--- src/hdl/freq_ref_pkg.sv ---
//
// Behaviour
// - Always-modifiable parameters accept writes while stopped and while running.
// - Stop-only parameters refuse writes while the drive runs.
// - Measured parameters are read-only; writes leave them unchanged.
// - Hex parameters edit one digit at a time, each digit 0 to F.
// - Restore defaults reloads settable parameters, never measured or recorded values.
// - Nonzero user password: edit entry goes to verification; factory needs factory password.
// - Once unlocked, user password may change anytime; zero disables protection.
// - Serial link writes obey the same password protection as keypad edits.
// - Control mode: 0,1 sensorless vector, 2 space vector V/F, 3 closed loop; reset 2.
// - Run command source: 0 keypad, 1 terminals, 2 communication; reset 0.
// - Comm channel 0 to 5; codes 1 to 5 need the matching card fitted.
// - Above upper limit runs at upper; upper held between lower and maximum.
// - Below lower limit runs at lower; lower ranges zero to upper limit.
// - Maximum frequency from max(upper, 10.00) to 630.00 Hz; scales setting and ramps.
// - Main and aux source codes 0 to 14; 15 reserved, aux reset value.
// - Aux scaling basis: 0 maximum frequency, 1 main frequency command.
// - Combiner codes 0 to 5: main, aux, sum, difference, larger, smaller.
// - Keypad source uses stored keypad frequency, 0 to maximum, reset 50.00 Hz.
// - Accel and decel times span zero to maximum frequency, 0.0 to 3600.0 s.
// - Four ramp-time groups chosen by digital inputs; group one when none selected.
// - Direction: 0 default, 1 reverse, 2 reverse prohibited; reset 0.
// - Vector modes need finished motor autotuning before running.
package freq_ref_pkg;

    // ****************************************
    // Parameter map
    // ****************************************
    localparam int          PARAM_COUNT     = 14;
    localparam int          RAMP_COUNT      = 6;
    localparam logic [6:0]  GROUP_BASIC     = 7'h00;
    localparam logic [6:0]  GROUP_PASSWORD  = 7'h07;
    localparam logic [6:0]  GROUP_RAMP      = 7'h08;
    localparam logic [6:0]  GROUP_FACTORY   = 7'h63;
    localparam logic [3:0]  IDX_CONTROL     = 4'h0;
    localparam logic [3:0]  IDX_RUN_SOURCE  = 4'h1;
    localparam logic [3:0]  IDX_COMM        = 4'h2;
    localparam logic [3:0]  IDX_MAX_FREQ    = 4'h3;
    localparam logic [3:0]  IDX_UPPER       = 4'h4;
    localparam logic [3:0]  IDX_LOWER       = 4'h5;
    localparam logic [3:0]  IDX_MAIN_SRC    = 4'h6;
    localparam logic [3:0]  IDX_AUX_SRC     = 4'h7;
    localparam logic [3:0]  IDX_AUX_BASIS   = 4'h8;
    localparam logic [3:0]  IDX_COMBINE     = 4'h9;
    localparam logic [3:0]  IDX_KEYPAD      = 4'hA;
    localparam logic [3:0]  IDX_ACCEL       = 4'hB;
    localparam logic [3:0]  IDX_DECEL       = 4'hC;
    localparam logic [3:0]  IDX_DIRECTION   = 4'hD;
    localparam logic [6:0]  IDX_USER_PW     = 7'h00;
    localparam logic [6:0]  IDX_LIVE_REF    = 7'h01;
    localparam logic [6:0]  IDX_FACTORY     = 7'h00;

    // ****************************************
    // Defaults, attributes and limits
    // ****************************************
    localparam logic [15:0] RAMP_DEFAULT    = 16'h0064;
    localparam logic [PARAM_COUNT-1:0][15:0] PARAM_DEFAULT = {
        16'h0000, RAMP_DEFAULT, RAMP_DEFAULT, 16'h1388, 16'h0000, 16'h0000, 16'h000F,
        16'h0000, 16'h0000, 16'h1388, 16'h1388, 16'h0000, 16'h0000, 16'h0002};
    localparam logic [PARAM_COUNT-1:0] STOP_ONLY_MASK = 14'h0107;
    localparam logic [15:0] FREQ_CEILING    = 16'hF618;
    localparam logic [15:0] MAX_FREQ_FLOOR  = 16'h03E8;
    localparam logic [15:0] RAMP_CEILING    = 16'h8CA0;
    localparam logic [15:0] CODE_MAX_MODE   = 16'h0003;
    localparam logic [15:0] CODE_MAX_RUN    = 16'h0002;
    localparam logic [15:0] CODE_MAX_COMM   = 16'h0005;
    localparam logic [15:0] CODE_MAX_MAIN   = 16'h000E;
    localparam logic [15:0] CODE_MAX_AUX    = 16'h000F;
    localparam logic [15:0] CODE_MAX_BASIS  = 16'h0001;
    localparam logic [15:0] CODE_MAX_COMB   = 16'h0005;
    localparam logic [15:0] CODE_MAX_DIR    = 16'h0002;
    localparam logic [15:0] FACTORY_TRIM_RESET = 16'h0000;
    localparam logic [15:0] PASSWORD_RESET  = 16'h0000;
    // Arbitrary value
    localparam logic [15:0] FACTORY_PASSWORD = 16'h5A3C;

    // ****************************************
    // Encodings
    // ****************************************
    localparam logic [1:0]  MODE_SPACE_VECTOR_VF = 2'h2;
    localparam logic [3:0]  SRC_KEYPAD      = 4'h0;
    localparam logic [3:0]  SRC_RESERVED    = 4'hF;
    localparam logic [2:0]  COMB_MAIN       = 3'h0;
    localparam logic [2:0]  COMB_AUX        = 3'h1;
    localparam logic [2:0]  COMB_SUM        = 3'h2;
    localparam logic [2:0]  COMB_DIFF       = 3'h3;
    localparam logic [2:0]  COMB_LARGER     = 3'h4;
    localparam logic [1:0]  DIR_REVERSE     = 2'h1;
    localparam logic [1:0]  DIR_NO_REVERSE  = 2'h2;

    typedef enum logic [2:0] {
        OP_READ = 3'h0, OP_WRITE = 3'h1, OP_DIGIT = 3'h2, OP_ENTER = 3'h3,
        OP_PASSWORD = 3'h4, OP_FACTORY = 3'h5, OP_EXIT = 3'h6, OP_RESTORE = 3'h7
    } op_type;

    typedef enum logic [2:0] {
        LOCK_IDLE = 3'b001, LOCK_VERIFY = 3'b010, LOCK_OPEN = 3'b100
    } lock_state_type;

    typedef struct packed {
        logic        valid;
        logic        serial;
        op_type      op;
        logic [6:0]  group;
        logic [6:0]  index;
        logic [15:0] data;
    } request_type;

    typedef struct packed {
        logic        done;
        logic        error;
        logic [15:0] rdata;
    } response_type;

    typedef struct packed {
        logic [15:0] frequency;
        logic [15:0] accel_time;
        logic [15:0] decel_time;
        logic        reverse;
        logic        run_permit;
        logic [1:0]  control_mode;
        logic [1:0]  run_source;
        logic [2:0]  comm_channel;
    } reference_type;

    typedef struct packed {
        logic [PARAM_COUNT-1:0][15:0] param;
        logic [RAMP_COUNT-1:0][15:0]  ramp_time;
        logic [15:0]                  password;
        logic [15:0]                  factory_trim;
        lock_state_type [1:0]         lock;
        logic [1:0]                   factory_open;
        response_type                 response;
        reference_type                reference;
    } state_type;

endpackage : freq_ref_pkg

--- src/hdl/frequency_reference_param_bank.sv ---
`timescale 1ns/100ps
module frequency_reference_param_bank (
    input  wire logic                    clock,
    input  wire logic                    reset,
    input  wire logic                    enable,
    input  wire logic                    running,
    input  wire logic                    autotune_done,
    input  wire logic [4:0]              card_fitted,
    input  wire logic [1:0]              ramp_group_select,
    input  wire logic                    reverse_command,
    input  wire logic [14:0][15:0]       source_level,
    input  freq_ref_pkg::request_type    request,
    output freq_ref_pkg::response_type   response,
    output freq_ref_pkg::reference_type  reference
);

    freq_ref_pkg::state_type s_q;
    freq_ref_pkg::state_type s_d;

    // ****************************************
    // Helpers
    // ****************************************
    function automatic logic [15:0] scale(input logic [15:0] level,
                                          input logic [15:0] basis);
        logic [31:0] product;
        product = level * basis;
        return product[31:16];
    endfunction : scale

    function automatic logic [15:0] pick(input logic [15:0] code,
                                         input logic [15:0] basis,
                                         input logic [15:0] keypad);
        logic [15:0] value;
        value = 16'h0000;
        if (code[3:0] == freq_ref_pkg::SRC_KEYPAD) begin
            value = keypad;
        end else if (code[3:0] != freq_ref_pkg::SRC_RESERVED) begin
            value = scale(source_level[code[3:0]], basis);
        end
        return value;
    endfunction : pick

    function automatic logic [15:0] larger(input logic [15:0] a,
                                           input logic [15:0] b);
        return (a > b) ? a : b;
    endfunction : larger

    // ****************************************
    // Write checks
    // ****************************************
    function automatic logic basic_ok(input logic [3:0]  idx,
                                      input logic [15:0] v,
                                      input freq_ref_pkg::state_type s);
        logic ok;
        logic [15:0] max_f;
        logic [15:0] upper;
        logic [15:0] lower;
        ok    = 1'b0;
        max_f = s.param[freq_ref_pkg::IDX_MAX_FREQ];
        upper = s.param[freq_ref_pkg::IDX_UPPER];
        lower = s.param[freq_ref_pkg::IDX_LOWER];
        case (idx)
            freq_ref_pkg::IDX_CONTROL: begin
                ok = v <= freq_ref_pkg::CODE_MAX_MODE;
            end
            freq_ref_pkg::IDX_RUN_SOURCE: begin
                ok = v <= freq_ref_pkg::CODE_MAX_RUN;
            end
            freq_ref_pkg::IDX_COMM: begin
                ok = (v == 16'h0000) || ((v <= freq_ref_pkg::CODE_MAX_COMM)
                     && card_fitted[v[2:0] - 3'h1]);
            end
            freq_ref_pkg::IDX_MAX_FREQ: begin
                ok = (v >= larger(upper, freq_ref_pkg::MAX_FREQ_FLOOR))
                     && (v <= freq_ref_pkg::FREQ_CEILING);
            end
            freq_ref_pkg::IDX_UPPER: begin
                ok = (v >= lower) && (v <= max_f);
            end
            freq_ref_pkg::IDX_LOWER: begin
                ok = v <= upper;
            end
            freq_ref_pkg::IDX_MAIN_SRC: begin
                ok = v <= freq_ref_pkg::CODE_MAX_MAIN;
            end
            freq_ref_pkg::IDX_AUX_SRC: begin
                ok = v <= freq_ref_pkg::CODE_MAX_AUX;
            end
            freq_ref_pkg::IDX_AUX_BASIS: begin
                ok = v <= freq_ref_pkg::CODE_MAX_BASIS;
            end
            freq_ref_pkg::IDX_COMBINE: begin
                ok = v <= freq_ref_pkg::CODE_MAX_COMB;
            end
            freq_ref_pkg::IDX_KEYPAD: begin
                ok = v <= max_f;
            end
            freq_ref_pkg::IDX_ACCEL, freq_ref_pkg::IDX_DECEL: begin
                ok = v <= freq_ref_pkg::RAMP_CEILING;
            end
            freq_ref_pkg::IDX_DIRECTION: begin
                ok = v <= freq_ref_pkg::CODE_MAX_DIR;
            end
            default: begin
                ok = 1'b0;
            end
        endcase
        return ok;
    endfunction : basic_ok

    // ****************************************
    // Next state
    // ****************************************
    always_comb begin
        logic        src;
        logic        allowed;
        logic        mapped;
        logic        writable;
        logic [15:0] current;
        logic [15:0] value;
        logic [15:0] max_f;
        logic [15:0] main_f;
        logic [15:0] basis;
        logic [15:0] aux_f;
        logic [16:0] sum;
        logic [15:0] combined;
        logic [15:0] clamped;
        logic [1:0]  dir;
        logic [2:0]  slot;
        src      = 1'b0;
        allowed  = 1'b0;
        mapped   = 1'b0;
        writable = 1'b0;
        current  = 16'h0000;
        value    = 16'h0000;
        sum      = 17'h00000;
        combined = 16'h0000;
        slot     = 3'h0;
        s_d      = s_q;
        s_d.response.done  = 1'b0;
        s_d.response.error = 1'b0;
        s_d.response.rdata = 16'h0000;

        // Reference path
        max_f  = s_q.param[freq_ref_pkg::IDX_MAX_FREQ];
        main_f = pick(s_q.param[freq_ref_pkg::IDX_MAIN_SRC], max_f,
                      s_q.param[freq_ref_pkg::IDX_KEYPAD]);
        basis  = s_q.param[freq_ref_pkg::IDX_AUX_BASIS][0] ? main_f : max_f;
        aux_f  = pick(s_q.param[freq_ref_pkg::IDX_AUX_SRC], basis,
                      s_q.param[freq_ref_pkg::IDX_KEYPAD]);
        case (s_q.param[freq_ref_pkg::IDX_COMBINE][2:0])
            freq_ref_pkg::COMB_MAIN: begin
                combined = main_f;
            end
            freq_ref_pkg::COMB_AUX: begin
                combined = aux_f;
            end
            freq_ref_pkg::COMB_SUM: begin
                sum      = {1'b0, main_f} + {1'b0, aux_f};
                combined = sum[16] ? 16'hFFFF : sum[15:0];
            end
            freq_ref_pkg::COMB_DIFF: begin
                combined = (main_f > aux_f) ? 16'(main_f - aux_f) : 16'h0000;
            end
            freq_ref_pkg::COMB_LARGER: begin
                combined = larger(main_f, aux_f);
            end
            default: begin
                combined = (main_f < aux_f) ? main_f : aux_f;
            end
        endcase
        clamped = combined;
        if (clamped > s_q.param[freq_ref_pkg::IDX_UPPER]) begin
            clamped = s_q.param[freq_ref_pkg::IDX_UPPER];
        end
        if (clamped < s_q.param[freq_ref_pkg::IDX_LOWER]) begin
            clamped = s_q.param[freq_ref_pkg::IDX_LOWER];
        end
        s_d.reference.frequency = clamped;

        // Ramp group, direction and mode outputs
        if (ramp_group_select == 2'h0) begin
            s_d.reference.accel_time = s_q.param[freq_ref_pkg::IDX_ACCEL];
            s_d.reference.decel_time = s_q.param[freq_ref_pkg::IDX_DECEL];
        end else begin
            slot = {ramp_group_select - 2'h1, 1'b0};
            s_d.reference.accel_time = s_q.ramp_time[slot];
            s_d.reference.decel_time = s_q.ramp_time[slot + 3'h1];
        end
        dir = s_q.param[freq_ref_pkg::IDX_DIRECTION][1:0];
        case (dir)
            freq_ref_pkg::DIR_REVERSE: begin
                s_d.reference.reverse = ~reverse_command;
            end
            freq_ref_pkg::DIR_NO_REVERSE: begin
                s_d.reference.reverse = 1'b0;
            end
            default: begin
                s_d.reference.reverse = reverse_command;
            end
        endcase
        s_d.reference.control_mode = s_q.param[freq_ref_pkg::IDX_CONTROL][1:0];
        s_d.reference.run_permit   = autotune_done || (s_q.param[freq_ref_pkg::IDX_CONTROL][1:0]
                                     == freq_ref_pkg::MODE_SPACE_VECTOR_VF);
        s_d.reference.run_source   = s_q.param[freq_ref_pkg::IDX_RUN_SOURCE][1:0];
        s_d.reference.comm_channel = s_q.param[freq_ref_pkg::IDX_COMM][2:0];

        // Parameter access, keypad and serial share one path
        if (request.valid) begin
            src     = request.serial;
            allowed = (s_q.lock[src] == freq_ref_pkg::LOCK_OPEN)
                      || (s_q.password == 16'h0000);
            case (request.group)
                freq_ref_pkg::GROUP_BASIC: begin
                    mapped   = request.index < 7'(freq_ref_pkg::PARAM_COUNT);
                    current  = s_q.param[request.index[3:0]];
                    writable = !(running && freq_ref_pkg::STOP_ONLY_MASK[request.index[3:0]]);
                end
                freq_ref_pkg::GROUP_RAMP: begin
                    mapped   = request.index < 7'(freq_ref_pkg::RAMP_COUNT);
                    current  = s_q.ramp_time[request.index[2:0]];
                    writable = 1'b1;
                end
                freq_ref_pkg::GROUP_PASSWORD: begin
                    mapped   = request.index <= freq_ref_pkg::IDX_LIVE_REF;
                    current  = (request.index == freq_ref_pkg::IDX_LIVE_REF) ?
                               s_q.reference.frequency : (allowed ? s_q.password : 16'h0000);
                    writable = request.index == freq_ref_pkg::IDX_USER_PW;
                end
                freq_ref_pkg::GROUP_FACTORY: begin
                    mapped   = (request.index == freq_ref_pkg::IDX_FACTORY) && s_q.factory_open[src];
                    current  = s_q.factory_trim;
                    writable = 1'b1;
                end
                default: begin
                    mapped = 1'b0;
                end
            endcase
            value = request.data;
            if (request.op == freq_ref_pkg::OP_DIGIT) begin
                value = current;
                value[{request.data[5:4], 2'h0} +: 4] = request.data[3:0];
            end
            s_d.response.done  = 1'b1;
            s_d.response.rdata = 16'h0000;
            case (request.op)
                freq_ref_pkg::OP_READ: begin
                    s_d.response.error = !mapped;
                    s_d.response.rdata = mapped ? current : 16'h0000;
                end
                freq_ref_pkg::OP_WRITE, freq_ref_pkg::OP_DIGIT: begin
                    if (!(allowed && mapped && writable)) begin
                        s_d.response.error = 1'b1;
                    end else if (request.group == freq_ref_pkg::GROUP_BASIC) begin
                        if (basic_ok(request.index[3:0], value, s_q)) begin
                            s_d.param[request.index[3:0]] = value;
                        end else begin
                            s_d.response.error = 1'b1;
                        end
                    end else if (request.group == freq_ref_pkg::GROUP_RAMP) begin
                        if (value <= freq_ref_pkg::RAMP_CEILING) begin
                            s_d.ramp_time[request.index[2:0]] = value;
                        end else begin
                            s_d.response.error = 1'b1;
                        end
                    end else if (request.group == freq_ref_pkg::GROUP_PASSWORD) begin
                        s_d.password = value;
                    end else begin
                        s_d.factory_trim = value;
                    end
                end
                freq_ref_pkg::OP_ENTER: begin
                    s_d.lock[src] = (s_q.password == 16'h0000) ?
                                    freq_ref_pkg::LOCK_OPEN : freq_ref_pkg::LOCK_VERIFY;
                end
                freq_ref_pkg::OP_PASSWORD: begin
                    if ((s_q.lock[src] == freq_ref_pkg::LOCK_VERIFY)
                            && (request.data == s_q.password)) begin
                        s_d.lock[src] = freq_ref_pkg::LOCK_OPEN;
                    end else begin
                        s_d.response.error = 1'b1;
                    end
                end
                freq_ref_pkg::OP_FACTORY: begin
                    if (allowed && (request.data == freq_ref_pkg::FACTORY_PASSWORD)) begin
                        s_d.factory_open[src] = 1'b1;
                    end else begin
                        s_d.response.error = 1'b1;
                    end
                end
                freq_ref_pkg::OP_EXIT: begin
                    s_d.lock[src]         = freq_ref_pkg::LOCK_IDLE;
                    s_d.factory_open[src] = 1'b0;
                end
                freq_ref_pkg::OP_RESTORE: begin
                    if (allowed && !running) begin
                        s_d.param = freq_ref_pkg::PARAM_DEFAULT;
                        for (int i = 0; i < freq_ref_pkg::RAMP_COUNT; i++) begin
                            s_d.ramp_time[i] = freq_ref_pkg::RAMP_DEFAULT;
                        end
                    end else begin
                        s_d.response.error = 1'b1;
                    end
                end
                default: begin
                    s_d.response.error = 1'b1;
                end
            endcase
        end
    end

    // ****************************************
    // State register
    // ****************************************
    always_ff @(posedge clock or posedge reset) begin
        if (reset) begin
            s_q              <= '0;
            s_q.param        <= freq_ref_pkg::PARAM_DEFAULT;
            s_q.ramp_time    <= {freq_ref_pkg::RAMP_COUNT{freq_ref_pkg::RAMP_DEFAULT}};
            s_q.password     <= freq_ref_pkg::PASSWORD_RESET;
            s_q.factory_trim <= freq_ref_pkg::FACTORY_TRIM_RESET;
            s_q.lock         <= {freq_ref_pkg::LOCK_IDLE, freq_ref_pkg::LOCK_IDLE};
            s_q.reference.accel_time <= freq_ref_pkg::RAMP_DEFAULT;
            s_q.reference.decel_time <= freq_ref_pkg::RAMP_DEFAULT;
        end else if (enable) begin
            s_q <= s_d;
        end
    end

    assign response  = s_q.response;
    assign reference = s_q.reference;

endmodule : frequency_reference_param_bank

--- config.mk ---
export PLATFORM = sky130hd
export DESIGN_NAME = frequency_reference_param_bank
export DESIGN_NICKNAME = d
export VERILOG_FILES = /design/src/hdl/freq_ref_pkg.sv /design/src/hdl/frequency_reference_param_bank.sv
export SDC_FILE = /design/constraint.sdc
export NUM_CORES = 2
export LEC_CHECK = 0
export BUFFER_PORTS_ARGS = -buffer_cell sky130_fd_sc_hd__buf_4
export CAP_MARGIN = 20
export CORE_UTILIZATION = 45
export CTS_CLUSTER_SIZE = 40
export DETAILED_ROUTE_END_ITERATION = 7
export PLACE_DENSITY = 0.63
export SKIP_CTS_REPAIR_TIMING = 1
export SLEW_MARGIN = 20
export SYNTH_ARGS = -nofsm -noshare
export SYNTH_HDL_FRONTEND = slang
export SYNTH_SLANG_ARGS = --single-unit
--- constraint.sdc ---
create_clock -name clock -period 51.7 [get_ports clock]
set_clock_uncertainty 0.05 [all_clocks]
set_input_delay 10.34 -clock clock [delete_from_list [all_inputs] [get_ports clock]]
set_output_delay 10.34 -clock clock [all_outputs]
set_load 0.01 [all_outputs]
# Yosys cells after proc, flatten, opt, wreduce, memory -nomap -nowiden
# Memory sizes are Yosys's and may differ from the RTL's.
# Cells that the tools add are included.
[word_totals]
input_bits = 288
out_inout_bits = 75
ff_bits = 435
wordCells = 268
mem_count = 1
rom_bits = 16
[op_classes]
addsub = 6
multipliers = 2
n_reduce_logical = 42
mux = 89
shift = 2
n_eq_ne = 46
order_cmp = 31
bitwise = 13
[memory_table]
columns = ["memory", "words", "word_bits", "read_ports", "rd_clocked_by_memory_dff", "wr", "line_no", "rtl"]
rows = [
  ["(name not given)", 16, 1, 1, 0, 0, "frequency_reference_param_bank.sv:217", "writable = !(running && freq_ref_pkg::STOP_ONLY_MASK[request.index[3:0]]);"],
]
[op_table]
columns = ["cell", "n"]
rows = [
  ["one-hot mux 320 bit (2 select lines)", 1],
  ["two-way mux 16 bit", 29],
  ["two-way mux 224 bit", 2],
  ["two-way mux 352 bit", 1],
  ["two-way mux 320 bit", 1],
  ["bitwise mux 224 bit", 1],
  ["binary-select mux 16 bit (select 4 bit)", 3],
  ["two-way mux 96 bit", 2],
  ["two-way mux 128 bit", 1],
  ["binary-select mux 16 bit (select 3 bit)", 2],
  ["bitwise mux 96 bit", 1],
  ["one-hot mux 16 bit (5 select lines)", 1],
  ["demux 16 bit (select 4 bit)", 1],
  ["multiplier 16 x 16 -> 32 bit", 2],
  ["two-way mux 32 bit", 2],
  ["one-hot mux 16 bit (4 select lines)", 1],
  ["demux 16 bit (select 3 bit)", 1],
  ["binary-select mux 16 bit (select 2 bit)", 1],
  ["greater-or-equal comparator 16 bit", 2],
  ["greater-than comparator 16 bit", 2],
  ["<= comparator 16 bit", 2],
  ["<= comparator 16 bit (second input constant)", 2],
  ["<= comparator 16 x 2 -> 1 bit (second input constant)", 2],
  ["<= comparator 16 x 4 -> 1 bit (second input constant)", 2],
  ["other kinds (75)", 166],
]

# Longest topological paths before layout
[logic_depth]
word_depth = 26
depth_mapped = 99
depth_no_buf = 89

# Worst setup path after synthesis
# OpenSTA, ideal clock, no wires.
[synth_timing]
path_type = "input -> register"
start = "in source_level[116] (netlist bit)"
end = "reg, netlist name reference[45]"
arrival_time_ps = 29507
slack_ps = 22020
path_buffers = 8
t_required_ps = 51527
path_stages = 84
cell_sequence = "mux4_2 mux4_2 clkbuf_1 and2_1 fa_1 inv_1 fa_1 inv_1 fa_1 fa_1 fa_1 inv_1 fa_1 inv_1 ha_1 inv_1 nor3_1 a221oi_1 [... 48 more ...] nand2b_1 a21oi_1 nor2b_1 o21ai_0 a31o_2 buf_1 clkbuf_1 mux2_2 ha_1 nand4_1 or2_2 o41a_1 o21ba_2 buf_2 buf_2 nor2_1 a211oi_1 nor2_1"
[synth_via]
elab_chain_cells = 16
elab_cells_between_ends = 24
cone_classes = "2 x add/sub; 2 x mul; 4 x order compare; 16 x mux"
[synth_lines]
columns = ["element", "line_no", "rtl"]
rows = [
  ["start, declared", "frequency_reference_param_bank.sv:11", "input wire logic [14:0][15:0] source_level,"],
  ["binary-select mux 16 bit (select 4 bit)", "frequency_reference_param_bank.sv:38", "value = scale(source_level[code[3:0]], basis);"],
  ["two-way mux 16 bit (not written as such)", "frequency_reference_param_bank.sv:38", ""],
  ["multiplier 16 x 16 -> 32 bit", "frequency_reference_param_bank.sv:26", "product = level * basis;"],
  ["two-way mux 16 bit", "frequency_reference_param_bank.sv:37", "end else if (code[3:0] != freq_ref_pkg::SRC_RESERVED) begin"],
  ["two-way mux 16 bit", "frequency_reference_param_bank.sv:35", "if (code[3:0] == freq_ref_pkg::SRC_KEYPAD) begin"],
  ["two-way mux 16 bit", "frequency_reference_param_bank.sv:148", "basis = s_q.param[freq_ref_pkg::IDX_AUX_BASIS][0] ? main_f : max_f;"],
  ["multiplier 16 x 16 -> 32 bit", "frequency_reference_param_bank.sv:26", ""],
  ["two-way mux 16 bit", "frequency_reference_param_bank.sv:37", ""],
  ["two-way mux 16 bit", "frequency_reference_param_bank.sv:35", ""],
  ["subtractor 16 bit (tied with other cells)", "frequency_reference_param_bank.sv:163", "combined = (main_f > aux_f) ? 16'(main_f - aux_f) : 16'h0000;"],
  ["two-way mux 16 bit (on tied branches)", "n/a", ""],
  ["one-hot mux 16 bit (5 select lines) (*)", "frequency_reference_param_bank.sv:151", "case (s_q.param[freq_ref_pkg::IDX_COMBINE][2:0])"],
  ["greater-than comparator 16 bit", "frequency_reference_param_bank.sv:173", "if (clamped > s_q.param[freq_ref_pkg::IDX_UPPER]) begin"],
  ["two-way mux 16 bit (*)", "frequency_reference_param_bank.sv:173", ""],
  ["less-than comparator 16 bit", "frequency_reference_param_bank.sv:176", "if (clamped < s_q.param[freq_ref_pkg::IDX_LOWER]) begin"],
  ["two-way mux 16 bit (*)", "frequency_reference_param_bank.sv:176", ""],
]
# Every way passes the cells marked *; elsewhere a longest branch is shown, timed or not. The select of a mux whose other input is x is not followed.
# A chain may end at the register's enable or synchronous reset.

# Final worst setup path
[layout_timing]
start = "in source_level[57] (netlist bit)"
end = "reg, netlist name reference[50]"
[layout_via]
elab_chain_cells = 16
elab_cells_between_ends = 24
cone_classes = "2 x add/sub; 2 x mul; 4 x order compare; 16 x mux"
[layout_lines]
columns = ["element", "line_no"]
rows = [
  ["binary-select mux 16 bit (select 4 bit)", "frequency_reference_param_bank.sv:38"],
  ["two-way mux 16 bit (not written as such)", "frequency_reference_param_bank.sv:38"],
  ["multiplier 16 x 16 -> 32 bit", "frequency_reference_param_bank.sv:26"],
  ["two-way mux 16 bit", "frequency_reference_param_bank.sv:37"],
  ["two-way mux 16 bit", "frequency_reference_param_bank.sv:35"],
  ["two-way mux 16 bit", "frequency_reference_param_bank.sv:148"],
  ["multiplier 16 x 16 -> 32 bit", "frequency_reference_param_bank.sv:26"],
  ["two-way mux 16 bit", "frequency_reference_param_bank.sv:37"],
  ["two-way mux 16 bit", "frequency_reference_param_bank.sv:35"],
  ["subtractor 16 bit (tied with other cells)", "frequency_reference_param_bank.sv:163"],
  ["two-way mux 16 bit (on tied branches)", "n/a"],
  ["one-hot mux 16 bit (5 select lines) (*)", "frequency_reference_param_bank.sv:151"],
  ["greater-than comparator 16 bit", "frequency_reference_param_bank.sv:173"],
  ["two-way mux 16 bit (*)", "frequency_reference_param_bank.sv:173"],
  ["less-than comparator 16 bit", "frequency_reference_param_bank.sv:176"],
  ["two-way mux 16 bit (*)", "frequency_reference_param_bank.sv:176"],
]
# Marked as above.

==> impl_results.md <==
- Status: finished with violations
- Failing checks: DRC
- Library cells used by synthesis: between 100 and 150
- CP Capture Type: register
- Met3 wire len: roughly 15000 um
- Async SR Flop Fraction: 1.00
- Antenna violations before repair: 11
- Worst r2r path cells: 81
- Worst EP required: about 52000 ps
- I/O Buffers: roughly 360
- Max-slew violation count: 0
- Final period util: 0.627
- Max-slew headroom: 0.181
- Worst min-delay path category: reg2reg
- Slew @ Worst Pin: around 1200 ps
- Setup TNS Final: 0 ps
- Met1 wire length: a little over 70000 um
- Die height: around 330 um
- Fin crit period: 32430 ps
- Via density per instance: ~6.2
- Worst-Skew Late Latency: 600 ps
- Clk slew on worst S/H paths: ~70 ps
- Worst path buffer plus inverter count: 9
- Crit-path most repeated cell: fa_1
- Final setup viols: 0
- Fill cells: around 9.9k
- Synth Warn #: 0
- Sink Count: roughly 440
- Gr usage total: 0.326
- Die width: 329 um
- Via count of the routed design: a little over 40k
- H-tree Lvls: 2
- DRT Pass-1 Iters: 8
- Netlist Area Pre-Place: 0.0483 sq mm
- First-pass GRT wire length: ~270000 um
- Crit path max fanout: 16
- Data arrival time of the worst path: around 33000 ps
- FF-to-FF Start: s_q[307]$_DFFE_PP0P_
- WL final: between 150000 and 200000 um
- Min-Delay Endpoint: s_q[216]$_DFFE_PP0P_
- Synth Instances: around 5.2k
- Beginning of the worst hold path: s_q[216]$_DFFE_PP0P_
- Top cell family by delay on the critical path: compound AO/OA/AOI/OAI gates
- Reg2reg end: reference[50]$_DFFE_PP0P_
- Max incr delay on CP: ~800 ps
- Uppermost routed layer: met5
- Top_reg_cell synth: dfrtp_1
- Crit Path Category: in2reg
- Starting Density: 0.456
- Sequential area share after synthesis: 0.227
- GRT overflow: 0
- Seq cells post-synth: between 400 and 500
- Placer Congestion: about 1.1
- I/O Pins: approximately 360
- Detailed Route Iter0 Violations: 4197
- Fmax: roughly 30 MHz
- Flip-flop and latch area: around 0.011 sq mm
- Max Cap Viol: 0
- Number of antenna-violating nets in the routed design: 0
- Final hold vios: 0
- Die area: between 0.1 and 0.15 sq mm
- HPWL Detailed: approximately 130000 um
- WL met2: 81100 um
- Vias in the first global route: between 40k and 50k
- Critical Path Start Type: primary input
- RSZ-0062 raised after global routing: false
- Largest net degree at the start of global routing: 138
- Post-Syn Area per Cell: 9.31 sq um
- Flop2flop setup slack: roughly 27000 ps
- Clock Tree Buf Depth: 3
- CTS tree: done
- Drt wl/cell: ~26 um
- Number of synthesized flops with an enable pin: 0
- Layout cell share with drive strength beyond 1: 0.165
- Hold Path Stages: 1
- Final net count: 6318
- Rows: around 120
- Net Count, Synth: a little over 6k
- DRC: between 40 and 50
- Multi-input logic area: approximately 0.033 sq mm
- Syn-to-layout area delta: 9.85%
- TritonCTS buffer count: 44
- Core Region: roughly 0.11 sq mm
- Hold Slack: ~430 ps
- Slowest cell on crit path: a22oi_1
- Root buffer cell: clkbuf_16
## kinds of logic (layout without fill, tap and decap cells)
family / Yosys count / count (layout) / share of synthesized area
adders and majority gates: 728 / 728 / 0.249
other: 0 / 7 / 0
DFF: 435 / 435 / 0.227
AOI/OAI and AO/OA: 1120 / 1120 / 0.159
muxes: 377 / 377 / 0.120
and+or+nand+nor: 1489 / 1489 / 0.147
xor gates and xnor gates: 64 / 64 / 0.0116
buffers and inverters: 969 / 1124 / 0.0855
## worst register-to-register path: cells and delay by family, from the launching register on
kind,cells,cell delay (ps)
adders and majority gates,17,7470
and+or+nand+nor,16,3320
muxes,2,1390
xor gates and xnor gates,2,330
buffers and inverters,9,1220
AOI/OAI and AO/OA,35,9720
DFF,1,740
## sequential cells by signal (all words and copies together), names as in the netlist, named ones only
name / count
s_q: 351
s_d: 7
reference: 57
response: 18
## worst max path at each step
stage / start / to / slack, ps / cells after the start
3_5_place_dp: source_level[57] / reference[50]$_DFFE_PP0P_ / 18850 / 80
4_1_cts: source_level[57] / reference[50]$_DFFE_PP0P_ / 19450 / 80
5_1_grt: source_level[124] / reference[50]$_DFFE_PP0P_ / 18210 / 79
6_report: source_level[57] / reference[50]$_DFFE_PP0P_ / 19270 / 81
2_1_floorplan: source_level[116] / reference[45]$_DFFE_PP0P_ / 22020 / 84
3_3_place_gp: source_level[182] / reference[50]$_DFFE_PP0P_ / 19190 / 77
## per-stage QoR
step / utilization / setup WS, ps / std cells / cell area, sq um
detailed placement: 0.487 / 18850 / 6648 / 51600
floorplan: - / 22020 / 5182 / 48300
CTS: 0.500 / 19450 / 6728 / 53000
global placement: 0.487 / 19190 / 6647 / 51600
global route: 0.501 / 18210 / 6734 / 53000
finish: 0.501 / 19270 / 6735 / 53000
## layout make-up
class                           instances  area share
Tap cell                             1391      0.0328
Sequential cell                       435       0.207
Timing Repair Buffer                  451      0.0641
Clock buffer                           62      0.0228
Inverter                              593      0.0421
Clock inverter                         18     0.00347
Antenna cell                            7    0.000330
Multi-Input combinational cell       3778       0.627
## cell usage in the layout (no fill, tap or decap), types with 154 or more instances in the layout
master / Yosys / routed
inv_1: 582 / 581
mux2i_1: 154 / 154
dfrtp_1: 383 / 380
mux4_2: 154 / 154
ha_1: 339 / 338
fa_1: 388 / 388
a21oi_1: 191 / 189
buf_4: 85 / 448
o21ai_0: 280 / 279
nand2_1: 604 / 604
and2_1: 247 / 247
nor2_1: 292 / 292
## synthesized netlist by cell type (all sizes together), types with 16 or more instances
cell type,number,area (sq um)
nand2,605,2270
inv,587,2200
fa,388,7770
dfrtp,383,9580
ha,339,4240
o21ai,320,1670
nor2,295,1110
and2,247,1550
clkbuf,211,792
a21oi,195,991
buf,165,1110
mux2i,155,1560
mux4,155,3490
a22o,104,911
mux2,67,754
a21o,58,435
nand2b,56,350
dfstp,52,1370
xnor2,51,447
o2bb2ai,50,438
nand3,49,245
nor3,41,215
nand4,39,244
nor2b,39,244
o21a,37,278
o211ai,36,270
a31oi,28,175
o21bai,28,210
a221oi,27,249
a22oi,27,208
a32o,25,250
o22ai,25,156
a211oi,24,190
nor4,24,180
and3,20,125
o31ai,19,166
or3,16,100
## metal layers
layer | vias to the layer above | global-route usage
met1 | 20900 | 0.434
met3 | 480 | 0.0498
met5 | - | 0
met4 | 6 | 0.160
met2 | 2106 | 0.520
li1 | 18000 | -
Power is not shown: default switching activity piles up to over one toggle a cycle in this logic, so the estimate is an artifact.
